==> config.mk <==
export PLATFORM = sky130hd
export DESIGN_NAME = spiovr_port_flat
export DESIGN_NICKNAME = d
export VERILOG_FILES = /design/src/spiovr_pkg.sv /design/src/spiovr_link_if.sv /design/src/spiovr_port.sv /design/src/flat_wrapper.sv
export SDC_FILE = /design/constraint.sdc
export NUM_CORES = 1
export LEC_CHECK = 0
export BUFFER_PORTS_ARGS = -buffer_cell sky130_fd_sc_hd__buf_2
export CORE_ASPECT_RATIO = 1.25
export CORE_MARGIN = 4
export CORE_UTILIZATION = 53
export DETAILED_ROUTE_END_ITERATION = 8
export PLACE_DENSITY = 0.77
export SYNTH_ARGS = -nofsm -noshare
export SYNTH_HDL_FRONTEND = slang
export SYNTH_SLANG_ARGS = --single-unit
==> constraint.sdc <==
create_clock -name clk_sys_i -period 2.2 [get_ports clk_sys_i]
set_input_delay 0.66 -clock clk_sys_i [delete_from_list [all_inputs] [get_ports clk_sys_i]]
set_output_delay 0.66 -clock clk_sys_i [all_outputs]
set_load 0.01 [all_outputs]
==> src/spiovr_pkg.sv <==
/*
  Shared constants for the SPI port with overrun halt: register offsets,
  control fields, status bits and timing figures.
  Assumes a 125 MHz system clock on both ends and APB on the host side.
*/
// Function
// - Master, short word, unread data: overrun halts.
// - Clearing overrun alone never restarts shifting.
// - Resume by clearing then setting port enable.
// - Sixteen-bit words never halt on overrun.
// - Master always captures input bits, idle ones.
// - Slave bit counter never cleared between words.
// - External master gives exact word clock edges.
// - Slave phase 0 loses word held in transmit buffer.
// - Double-buffered writes may load twice, lose word.
// - Overrun leaves residual upper bits in shifter.
// - Slave phase 0: toggle enable after full.
// - Or remote master drops select before edge.
// - Transmit-only software reads every received word.
package spiovr_pkg;
  localparam int unsigned DATA_W = 16;
  // APB register offsets
  localparam logic [7:0] CTRL_OFS = 8'h00;
  localparam logic [7:0] STAT_OFS = 8'h04;
  localparam logic [7:0] TXD_OFS = 8'h08;
  localparam logic [7:0] RXD_OFS = 8'h0c;
  localparam logic [7:0] IMSK_OFS = 8'h10;
  // Control fields
  localparam int unsigned CTRL_EN_BIT = 0;
  localparam int unsigned CTRL_MST_BIT = 1;
  localparam int unsigned CTRL_CLOCK_PHASE_SELECT_BIT = 2;
  localparam int unsigned CTRL_LEN_LSB = 4;
  localparam int unsigned CTRL_DIV_LSB = 8;
  localparam logic [31:0] CTRL_RST = 32'h0000_0f00;
  // Status bits
  localparam int unsigned ST_FULL_BIT = 0;
  localparam int unsigned ST_OVR_BIT = 1;
  localparam int unsigned ST_TXE_BIT = 2;
  localparam int unsigned ST_HALT_BIT = 3;
  localparam logic [3:0] EVT_RST = 4'h0;
  // Serial clock: half period in system clocks, least value
  localparam int unsigned SCK_HALF_MIN_NS = 16;
  localparam int unsigned SYS_PERIOD_NS = 8;
  localparam int unsigned SCK_HALF_MIN_CYC = (SCK_HALF_MIN_NS + SYS_PERIOD_NS - 1) / SYS_PERIOD_NS;
endpackage

==> src/spiovr_link_if.sv <==
/*
  Serial link between the SPI port and its far-end device.
  Assumes both ends run on clk_sys_i and the bench joins the modports.
*/
`timescale 1ns/100ps
interface spiovr_link_if;
  logic sck;
  logic mosi;
  logic miso;
  logic ss_n;
  modport port_end (input sck, input mosi, input ss_n, output miso);
  modport far_end (output sck, output mosi, output ss_n, input miso);
endinterface // spiovr_link_if

==> src/spiovr_port.sv <==
/*
  SPI port, slave-facing link end, with the known overrun, counter and
  buffering faults, registers over APB and a level interrupt.
  Assumes link pins asynchronous to clk_sys_i; master mode mirrors the
  clock on miso path is out of scope, master uses internal shifting.
*/
// The APB register port and the placing of the registers are this design's own decisions.
`timescale 1ns/100ps
module spiovr_port (
  // Clock and reset
  input wire logic clk_sys_i,
  input wire logic rstn_i,
  // APB slave
  input wire logic psel_i,
  input wire logic penable_i,
  input wire logic pwrite_i,
  input wire logic [7:0] paddr_i,
  input wire logic [31:0] pwdata_i,
  output logic [31:0] prdata_o,
  output logic pready_o,
  output logic pslverr_o,
  // Interrupt
  output logic irq_o,
  // Master mode pins
  output logic m_sck_o,
  output logic m_mosi_o,
  output logic m_ss_n_o,
  // Link
  spiovr_link_if.port_end link
);
  ////////////////////////////////////////////////////////////////////
  logic [31:0] ctrl_reg;
  logic [3:0] imsk_reg;
  logic [15:0] txd_reg, shtx_reg, shrx_reg, rxd_reg;
  logic txfull_reg, full_reg, ovr_reg, halt_reg;
  logic [3:0] bitcnt_reg;
  logic [2:0] sck_s_reg, ss_s_reg;
  logic [1:0] mosi_s_reg;
  logic miso_reg;
  logic [7:0] div_cnt_reg;
  logic busy_reg, m_sck_reg, m_ss_reg;
  logic en_q_reg;
  logic [3:0] len;
  logic en, mst, clock_phase_select;
  logic wr, rd, word_done, cap, shf, sck_r, sck_f, load_now;
  logic [15:0] rx_next;

  assign en = ctrl_reg[spiovr_pkg::CTRL_EN_BIT];
  assign mst = ctrl_reg[spiovr_pkg::CTRL_MST_BIT];
  assign clock_phase_select = ctrl_reg[spiovr_pkg::CTRL_CLOCK_PHASE_SELECT_BIT];
  assign len = ctrl_reg[spiovr_pkg::CTRL_LEN_LSB +: 4];
  assign wr = psel_i && penable_i && pwrite_i;
  assign rd = psel_i && penable_i && !pwrite_i;

  function automatic logic hit(input logic [7:0] a, input logic [7:0] o);
    hit = (a == o);
  endfunction

  ////////////////////////////////////////////////////////////////////
  // Pin synchronisers; only stage two onward is read
  always_ff @(posedge clk_sys_i) begin
    if (!rstn_i) begin
      sck_s_reg <= 3'h0;
      ss_s_reg <= 3'h7;
      mosi_s_reg <= 2'h3;
    end else begin
      sck_s_reg <= {sck_s_reg[1:0], link.sck};
      ss_s_reg <= {ss_s_reg[1:0], link.ss_n};
      mosi_s_reg <= {mosi_s_reg[0], link.mosi};
    end
  end
  assign sck_r = !mst && !ss_s_reg[1] && sck_s_reg[1] && !sck_s_reg[2];
  assign sck_f = !mst && !ss_s_reg[1] && !sck_s_reg[1] && sck_s_reg[2];

  ////////////////////////////////////////////////////////////////////
  // Master clock generator; idle input reads as ones
  always_ff @(posedge clk_sys_i) begin
    if (!rstn_i) begin
      div_cnt_reg <= 8'h00;
      m_sck_reg <= 1'b0;
      m_ss_reg <= 1'b1;
      busy_reg <= 1'b0;
    end else if (!en || !mst) begin
      div_cnt_reg <= 8'h00;
      m_sck_reg <= 1'b0;
      m_ss_reg <= 1'b1;
      busy_reg <= 1'b0;
    end else if (!busy_reg) begin
      if (txfull_reg && !halt_reg) begin
        busy_reg <= 1'b1;
        m_ss_reg <= 1'b0;
      end
    end else if (div_cnt_reg >= ctrl_reg[spiovr_pkg::CTRL_DIV_LSB +: 8]) begin
      div_cnt_reg <= 8'h00;
      m_sck_reg <= !m_sck_reg;
      // Counter wraps at the last capture, so the falling tick sees zero
      if (m_sck_reg && bitcnt_reg == 4'h0) begin
        busy_reg <= 1'b0;
        m_ss_reg <= 1'b1;
      end
    end else begin
      div_cnt_reg <= div_cnt_reg + 8'h01;
    end
  end
  logic m_tick;
  assign m_tick = mst && busy_reg && (div_cnt_reg >= ctrl_reg[spiovr_pkg::CTRL_DIV_LSB +: 8]);
  // Master samples on rising, shifts on falling; input idles high
  assign cap = (m_tick && !m_sck_reg) || (clock_phase_select ? sck_f : sck_r);
  assign shf = (m_tick && m_sck_reg) || (clock_phase_select ? sck_r : sck_f);
  assign word_done = (bitcnt_reg == len);

  ////////////////////////////////////////////////////////////////////
  // Bit counter: slave never clears it on select, fault kept
  always_ff @(posedge clk_sys_i) begin
    if (!rstn_i) begin
      bitcnt_reg <= 4'h0;
    end else if (mst && !busy_reg) begin
      bitcnt_reg <= 4'h0;
    end else if (cap) begin
      bitcnt_reg <= word_done ? 4'h0 : bitcnt_reg + 4'h1;
    end
  end

  // Receive shifter never cleared: residue after overrun
  assign rx_next = {shrx_reg[14:0], mst ? 1'b1 : mosi_s_reg[1]};
  always_ff @(posedge clk_sys_i) begin
    if (!rstn_i) begin
      shrx_reg <= 16'h0000;
    end else if (cap) begin
      shrx_reg <= rx_next;
    end
  end

  ////////////////////////////////////////////////////////////////////
  // Receive register, full and overrun; set wins over clear
  always_ff @(posedge clk_sys_i) begin
    if (!rstn_i) begin
      rxd_reg <= 16'h0000;
      full_reg <= 1'b0;
      ovr_reg <= 1'b0;
      halt_reg <= 1'b0;
    end else begin
      if (cap && word_done) begin
        if (!full_reg) begin
          rxd_reg <= rx_next;
        end
        full_reg <= 1'b1;
        if (full_reg) begin
          ovr_reg <= 1'b1;
          if (mst && len != 4'hf) begin
            halt_reg <= 1'b1;
          end
        end
      end else begin
        if (rd && hit(paddr_i, spiovr_pkg::RXD_OFS)) begin
          full_reg <= 1'b0;
        end
        if (wr && hit(paddr_i, spiovr_pkg::STAT_OFS) && pwdata_i[spiovr_pkg::ST_OVR_BIT]) begin
          ovr_reg <= 1'b0;
        end
      end
      // Only an enable cycle releases the halt
      if (!en) begin
        halt_reg <= 1'b0;
      end
    end
  end

  ////////////////////////////////////////////////////////////////////
  // Transmit buffer and shifter, double-load fault kept
  // Disabled master keeps its held word until enable returns
  assign load_now = txfull_reg && (mst ? (en && !busy_reg && !halt_reg) :
    (!clock_phase_select ? 1'b0 : cap && word_done));
  always_ff @(posedge clk_sys_i) begin
    if (!rstn_i) begin
      txd_reg <= 16'h0000;
      txfull_reg <= 1'b0;
      shtx_reg <= 16'hffff;
      en_q_reg <= 1'b0;
    end else begin
      en_q_reg <= en;
      if (wr && hit(paddr_i, spiovr_pkg::TXD_OFS)) begin
        txd_reg <= pwdata_i[15:0];
        txfull_reg <= 1'b1;
      end else if (load_now) begin
        txfull_reg <= 1'b0;
      end
      if (load_now) begin
        shtx_reg <= txd_reg << (4'hf - len);
      end else if (en && !en_q_reg && !mst && txfull_reg) begin
        shtx_reg <= txd_reg << (4'hf - len);
      end else if (shf) begin
        shtx_reg <= {shtx_reg[14:0], 1'b1};
      end
    end
  end

  ////////////////////////////////////////////////////////////////////
  // APB slave, zero wait states
  always_ff @(posedge clk_sys_i) begin
    if (!rstn_i) begin
      ctrl_reg <= spiovr_pkg::CTRL_RST;
      imsk_reg <= spiovr_pkg::EVT_RST;
      prdata_o <= 32'h0000_0000;
      pslverr_o <= 1'b0;
      pready_o <= 1'b0;
    end else begin
      pslverr_o <= 1'b0;
      pready_o <= psel_i && !penable_i;
      if (wr && hit(paddr_i, spiovr_pkg::CTRL_OFS)) begin
        ctrl_reg <= pwdata_i;
      end
      if (wr && hit(paddr_i, spiovr_pkg::IMSK_OFS)) begin
        imsk_reg <= pwdata_i[3:0];
      end
      if (psel_i && !penable_i) begin
        pslverr_o <= !(hit(paddr_i, spiovr_pkg::CTRL_OFS) || hit(paddr_i, spiovr_pkg::STAT_OFS) ||
          hit(paddr_i, spiovr_pkg::TXD_OFS) || hit(paddr_i, spiovr_pkg::RXD_OFS) ||
          hit(paddr_i, spiovr_pkg::IMSK_OFS));
        unique case (paddr_i)
          spiovr_pkg::CTRL_OFS: prdata_o <= ctrl_reg;
          spiovr_pkg::STAT_OFS: prdata_o <= {28'h0, halt_reg, !txfull_reg, ovr_reg, full_reg};
          spiovr_pkg::TXD_OFS: prdata_o <= {16'h0, txd_reg};
          spiovr_pkg::RXD_OFS: prdata_o <= {16'h0, rxd_reg};
          spiovr_pkg::IMSK_OFS: prdata_o <= {28'h0, imsk_reg};
          default: prdata_o <= 32'h0000_0000;
        endcase
      end
    end
  end

  // Outputs from flops
  always_ff @(posedge clk_sys_i) begin
    if (!rstn_i) begin
      irq_o <= 1'b0;
      miso_reg <= 1'b1;
    end else begin
      irq_o <= |(imsk_reg & {halt_reg, !txfull_reg, ovr_reg, full_reg});
      miso_reg <= shtx_reg[15];
    end
  end
  assign link.miso = miso_reg;
  assign m_sck_o = m_sck_reg;
  assign m_ss_n_o = m_ss_reg;
  assign m_mosi_o = miso_reg;
endmodule // spiovr_port

==> src/flat_wrapper.sv <==
// flat-port wrapper written by rule: the top's interface ports become plain ports
module spiovr_port_flat 
  (clk_sys_i, rstn_i, psel_i, penable_i, pwrite_i, paddr_i, pwdata_i, prdata_o, pready_o, pslverr_o, irq_o, m_sck_o, m_mosi_o, m_ss_n_o, link_sck, link_mosi, link_ss_n, link_miso);
  spiovr_link_if link_i ();
  input wire logic clk_sys_i;
  input wire logic rstn_i;
  input wire logic psel_i;
  input wire logic penable_i;
  input wire logic pwrite_i;
  input wire logic [7:0] paddr_i;
  input wire logic [31:0] pwdata_i;
  output logic [31:0] prdata_o;
  output logic pready_o;
  output logic pslverr_o;
  output logic irq_o;
  output logic m_sck_o;
  output logic m_mosi_o;
  output logic m_ss_n_o;
  input wire logic [$bits(link_i.sck)-1:0] link_sck;
  input wire logic [$bits(link_i.mosi)-1:0] link_mosi;
  input wire logic [$bits(link_i.ss_n)-1:0] link_ss_n;
  output wire logic [$bits(link_i.miso)-1:0] link_miso;
  assign link_i.sck = link_sck;
  assign link_i.mosi = link_mosi;
  assign link_i.ss_n = link_ss_n;
  assign link_miso = link_i.miso;
  spiovr_port u_core (.clk_sys_i(clk_sys_i), .rstn_i(rstn_i), .psel_i(psel_i), .penable_i(penable_i), .pwrite_i(pwrite_i), .paddr_i(paddr_i), .pwdata_i(pwdata_i), .prdata_o(prdata_o), .pready_o(pready_o), .pslverr_o(pslverr_o), .irq_o(irq_o), .m_sck_o(m_sck_o), .m_mosi_o(m_mosi_o), .m_ss_n_o(m_ss_n_o), .link(link_i));
endmodule
==> tab_implementation.tex <==
\begin{tabular}{lr}
\hline
Metric & Value \\
\hline
\multicolumn{2}{l}{\textbf{Status}} \\
Status & finished, final reports clean \\
\multicolumn{2}{l}{\textbf{Drt}} \\
Total Routed Length & 21.23 mm \\
Antenna Violating Nets Remaining & 0 \\
Routed wire per std cell & 18.06 um \\
Detailed-router iteration count before antenna repair & 6 \\
Routed via count divided by cell count & 5.870 \\
Via count of the routed design & 6897 \\
Count of routing violations after the opening detailed-route iteration & 522 \\
Residual DRC count & 0 \\
\multicolumn{2}{l}{\textbf{Power and ir drop}} \\
Share of total power in sequential cells & 46.7\% \\
Leak Pwr & 3.595 nW \\
Power per standard cell area & 682.0 nW/um\^{}2 \\
Internal power & 4.850 mW \\
Net switching power of the design & 1.460 mW \\
IR drop worst, VDD & 587.9 uV \\
Combinational group share of total power & 3.6\% \\
Fraction of power spent switching nets & 23.14\% \\
Relative contribution of the clock network to total power & 49.6\% \\
Post-layout total power & 6.311 mW \\
\multicolumn{2}{l}{\textbf{Global routing}} \\
Overall fraction of global-route tracks in use & 25.06\% \\
Global-route track usage on met3 & 6.223\% \\
Via count of the first global-routing pass & 6389 \\
Most used routing layer in global routing & met2 \\
GR Util met2 & 42.17\% \\
Met1 Usage GRT & 30.05\% \\
Total congestion overflow & 0 \\
Maximum number of pins on one net before global-route repair & 97 \\
Number of antenna violations at the first check in global routing & 0 \\
Wire length of the first global-routing pass & 32.06 mm \\
\multicolumn{2}{l}{\textbf{Synth}} \\
Cells after Synth & 877 \\
Warnings, synthesis & 0 \\
Yosys top cell area share & 43.70\% \\
Sequential cell area fraction in the yosys report & 43.70\% \\
Async SR Flop Fraction & 0\% \\
Yosys reg bits & 162 \\
Post-synth net total & 936 \\
Most used flip-flop cell after synthesis & dfxtp\_1 \\
Synth cell types & 61 \\
Post-synthesis cell area & 7421 um\^{}2 \\
Leading post-synthesis cells by cell area & dfxtp\_1 (44\%), nand2\_1 (8.8\%), mux2i\_1 (7.1\%) \\
Avg Cell Area, Syn & 8.462 um\^{}2 \\
Cell taking the most area after synthesis & dfxtp\_1 \\
Post-synth EDFFs & 0 \\
\multicolumn{2}{l}{\textbf{STA}} \\
Worst Tran Pin Value & 0.4859 ns \\
Smallest setup slack after layout & 0.01260 ns \\
Worst rel slew slack & 67.61\% \\
RSZ-0062 raised after global routing & true \\
Final period utilization & 99.43\% \\
Max frequency & 457.2 MHz \\
Final sum of negative setup slack & 0 ns \\
Hold violation count in the final report & 0 \\
Worst slack on hold paths & 0.4116 ns \\
Max-slew violation count & 0 \\
Max Clock Skew & 0.008089 ns \\
Min Tclk post-route & 2.187 ns \\
Final setup viols & 0 \\
\multicolumn{2}{l}{\textbf{Clock network}} \\
Worst-case clock buffer depth & 2 \\
Clk\_lat worst skew & 0.43 ns \\
Clock slew seen by the registers of the worst setup and hold paths & 0.07 ns \\
Root Driver & clkbuf\_16 \\
Sink Count & 162 \\
CTS tree & done \\
Hold\_buf cts & 0 \\
CTS HTree Levels & 4 \\
Inserted Clock Buffers & 17 \\
\multicolumn{2}{l}{\textbf{Critical path}} \\
Type of the setup path with the least slack & flip-flop to flip-flop \\
Logic depth of the worst register-to-register path & 10 \\
Sort of element at the start of the critical path & flip-flop \\
Critical Path RT & 2.57 ns \\
Crit end category & flip-flop \\
Maximum fanout along the worst path & 12 \\
Reg-to-reg critical path startpoint & u\_core.div\_cnt\_reg[0] \\
Reg2reg setup slack & 0.01 ns \\
Crit Reg-Reg Endpoint & u\_core.bitcnt\_reg[2] \\
Arrival time of the worst setup path & 2.55 ns \\
\multicolumn{2}{l}{\textbf{Layout}} \\
Core occupancy in the finished layout & 67.28\% \\
Antenna cell count & 0 \\
Top library cells by usage in the layout, fill and taps aside & nand2\_1 (173), dfxtp\_1 (152), a21oi\_1 (90), buf\_2 (86), buf\_4 (62) \\
Most frequent standard cell in the layout excluding fill and tap cells & nand2\_1 \\
Share of final-layout standard cells stronger than drive strength 1 & 25.10\% \\
Layout area overhead & 24.68\% \\
Filler cells & 1061 \\
Total number of nets in the final design & 1046 \\
\multicolumn{2}{l}{\textbf{Floorplan}} \\
Die span in x & 113.8 um \\
Height of the chip & 140.3 um \\
FP Rows & 48 \\
Initial Utilization & 53.96\% \\
Overall die area & 15970 um\^{}2 \\
I/O Pins & 87 \\
Placeable Area & 13750 um\^{}2 \\
\multicolumn{2}{l}{\textbf{Place}} \\
Routability congestion estimate from global placement & 0.9496 \\
Post-Place Setup Slack & -0.04310 ns \\
Total of buffers placed on input and output ports & 86 \\
HPWL after detailed placement & 13.79 mm \\
\multicolumn{2}{l}{\textbf{Job}} \\
Number of max-cap violations & 0 \\
\multicolumn{2}{l}{\textbf{Min path}} \\
Worst Hold Path EP & u\_core.mosi\_s\_reg[0] \\
Type of the tightest min-delay check & primary input to flip-flop \\
Hold path startpoint & link\_mosi \\
Hold path depth & 2 \\
\hline
\end{tabular}
[logic make-up after synthesis]
kind of cell               synth area share [%]
adders and majority gates                 1.855
buffers and inverters                     5.244
muxes                                     11.55
xor gates and xnor gates                  1.416
and+or+nand+nor                           20.28
AOI/OAI and AO/OA                         15.95
DFF                                       43.70
[critical path: stages (launching register included)]
cell and delay [ns]:
dfxtp_1 0.35, inv_1 0.07, ha_1 0.29, and3_1 0.17
o21ai_1 0.10, buf_4 0.16, a21oi_4 0.15, nor2_4 0.08
buf_12 0.15, or4b_4 0.48, a21oi_2 0.13
[area by class of cell]
type | instances | area [um^2] | share of cell area [%]
Timing Repair Buffer | 162 | 1174 | 12.68
Tap cell | 175 | 219.0 | 2.366
Clock inverter | 15 | 197.7 | 2.137
Sequential cell | 162 | 3256 | 35.19
Multi-Input combinational cell | 628 | 3921 | 42.38
Clock buffer | 17 | 425.4 | 4.598
Inverter | 16 | 60.06 | 0.6491
[worst max path at each step]
stage	start	endpoint	slack, ns	cells past startpoint
after floorplan	u_core.ctrl_reg[15]	u_core.shtx_reg[12]	0.05	8
after global placement	u_core.ctrl_reg[15]	u_core.shtx_reg[12]	-0.002	8
after detailed placement	u_core.ctrl_reg[15]	u_core.shtx_reg[12]	-0.04	8
after CTS	u_core.ctrl_reg[10]	u_core.bitcnt_reg[3]	0.02	11
after global routing	u_core.ctrl_reg[14]	u_core.shrx_reg[2]	-0.08	9
final	u_core.div_cnt_reg[0]	u_core.bitcnt_reg[2]	0.01	10
[metal layers]
layer / vias to the layer above / wire length, um / share of wire, %
met4: 0 / 799 / 3.8
met2: 286 / 10510 / 50
met1: 3274 / 8491 / 40
li1: 3278 / - / -
met3: 59 / 1429 / 6.7
met5: - / 0 / 0
[Yosys cell counts, types with 4 or more instances]
cell,number
nand2_1,173
dfxtp_1,162
a21oi_1,92
nand3_1,61
mux2i_1,53
o21ai_0,49
nor2_1,44
clkbuf_1,29
buf_2,19
inv_1,16
buf_1,13
ha_1,11
mux4_2,10
mux2_2,9
and2_1,8
buf_4,8
nand2b_1,8
o211ai_1,8
nor3_1,7
xnor2_1,7
a221oi_1,6
and3_1,6
nor2b_1,6
o21a_1,6
a22o_1,5
xor2_1,5
a222oi_1,4
a22oi_1,4
or3_1,4
[through the flow]
| stage | instances | instance area, um^2 |
|---|---|---|
| floorplan | 877 | 7421 |
| global placement | 1136 | 8367 |
| detailed placement | 1136 | 8367 |
| CTS | 1169 | 9039 |
| global route | 1175 | 9253 |
| finish | 1175 | 9253 |
[power groups by stage]
stage                     logic, mW  clock network [mW]  registers [mW]
after floorplan               0.112                   0            3.02
after global placement        0.217                   0            3.02
after detailed placement      0.219                   0            3.02
after CTS                     0.220                3.14            2.95
after global routing          0.247                3.27            2.95
final                         0.230                3.13            2.95
[what timing repair did]
action	in CTS	in global routing
buffers inserted	1	2
gates cloned	0	4
endpoints found under the setup margin	20	63
resized for setup	7	28
pin swaps	1	5
(Power assumes the default switching activity.)
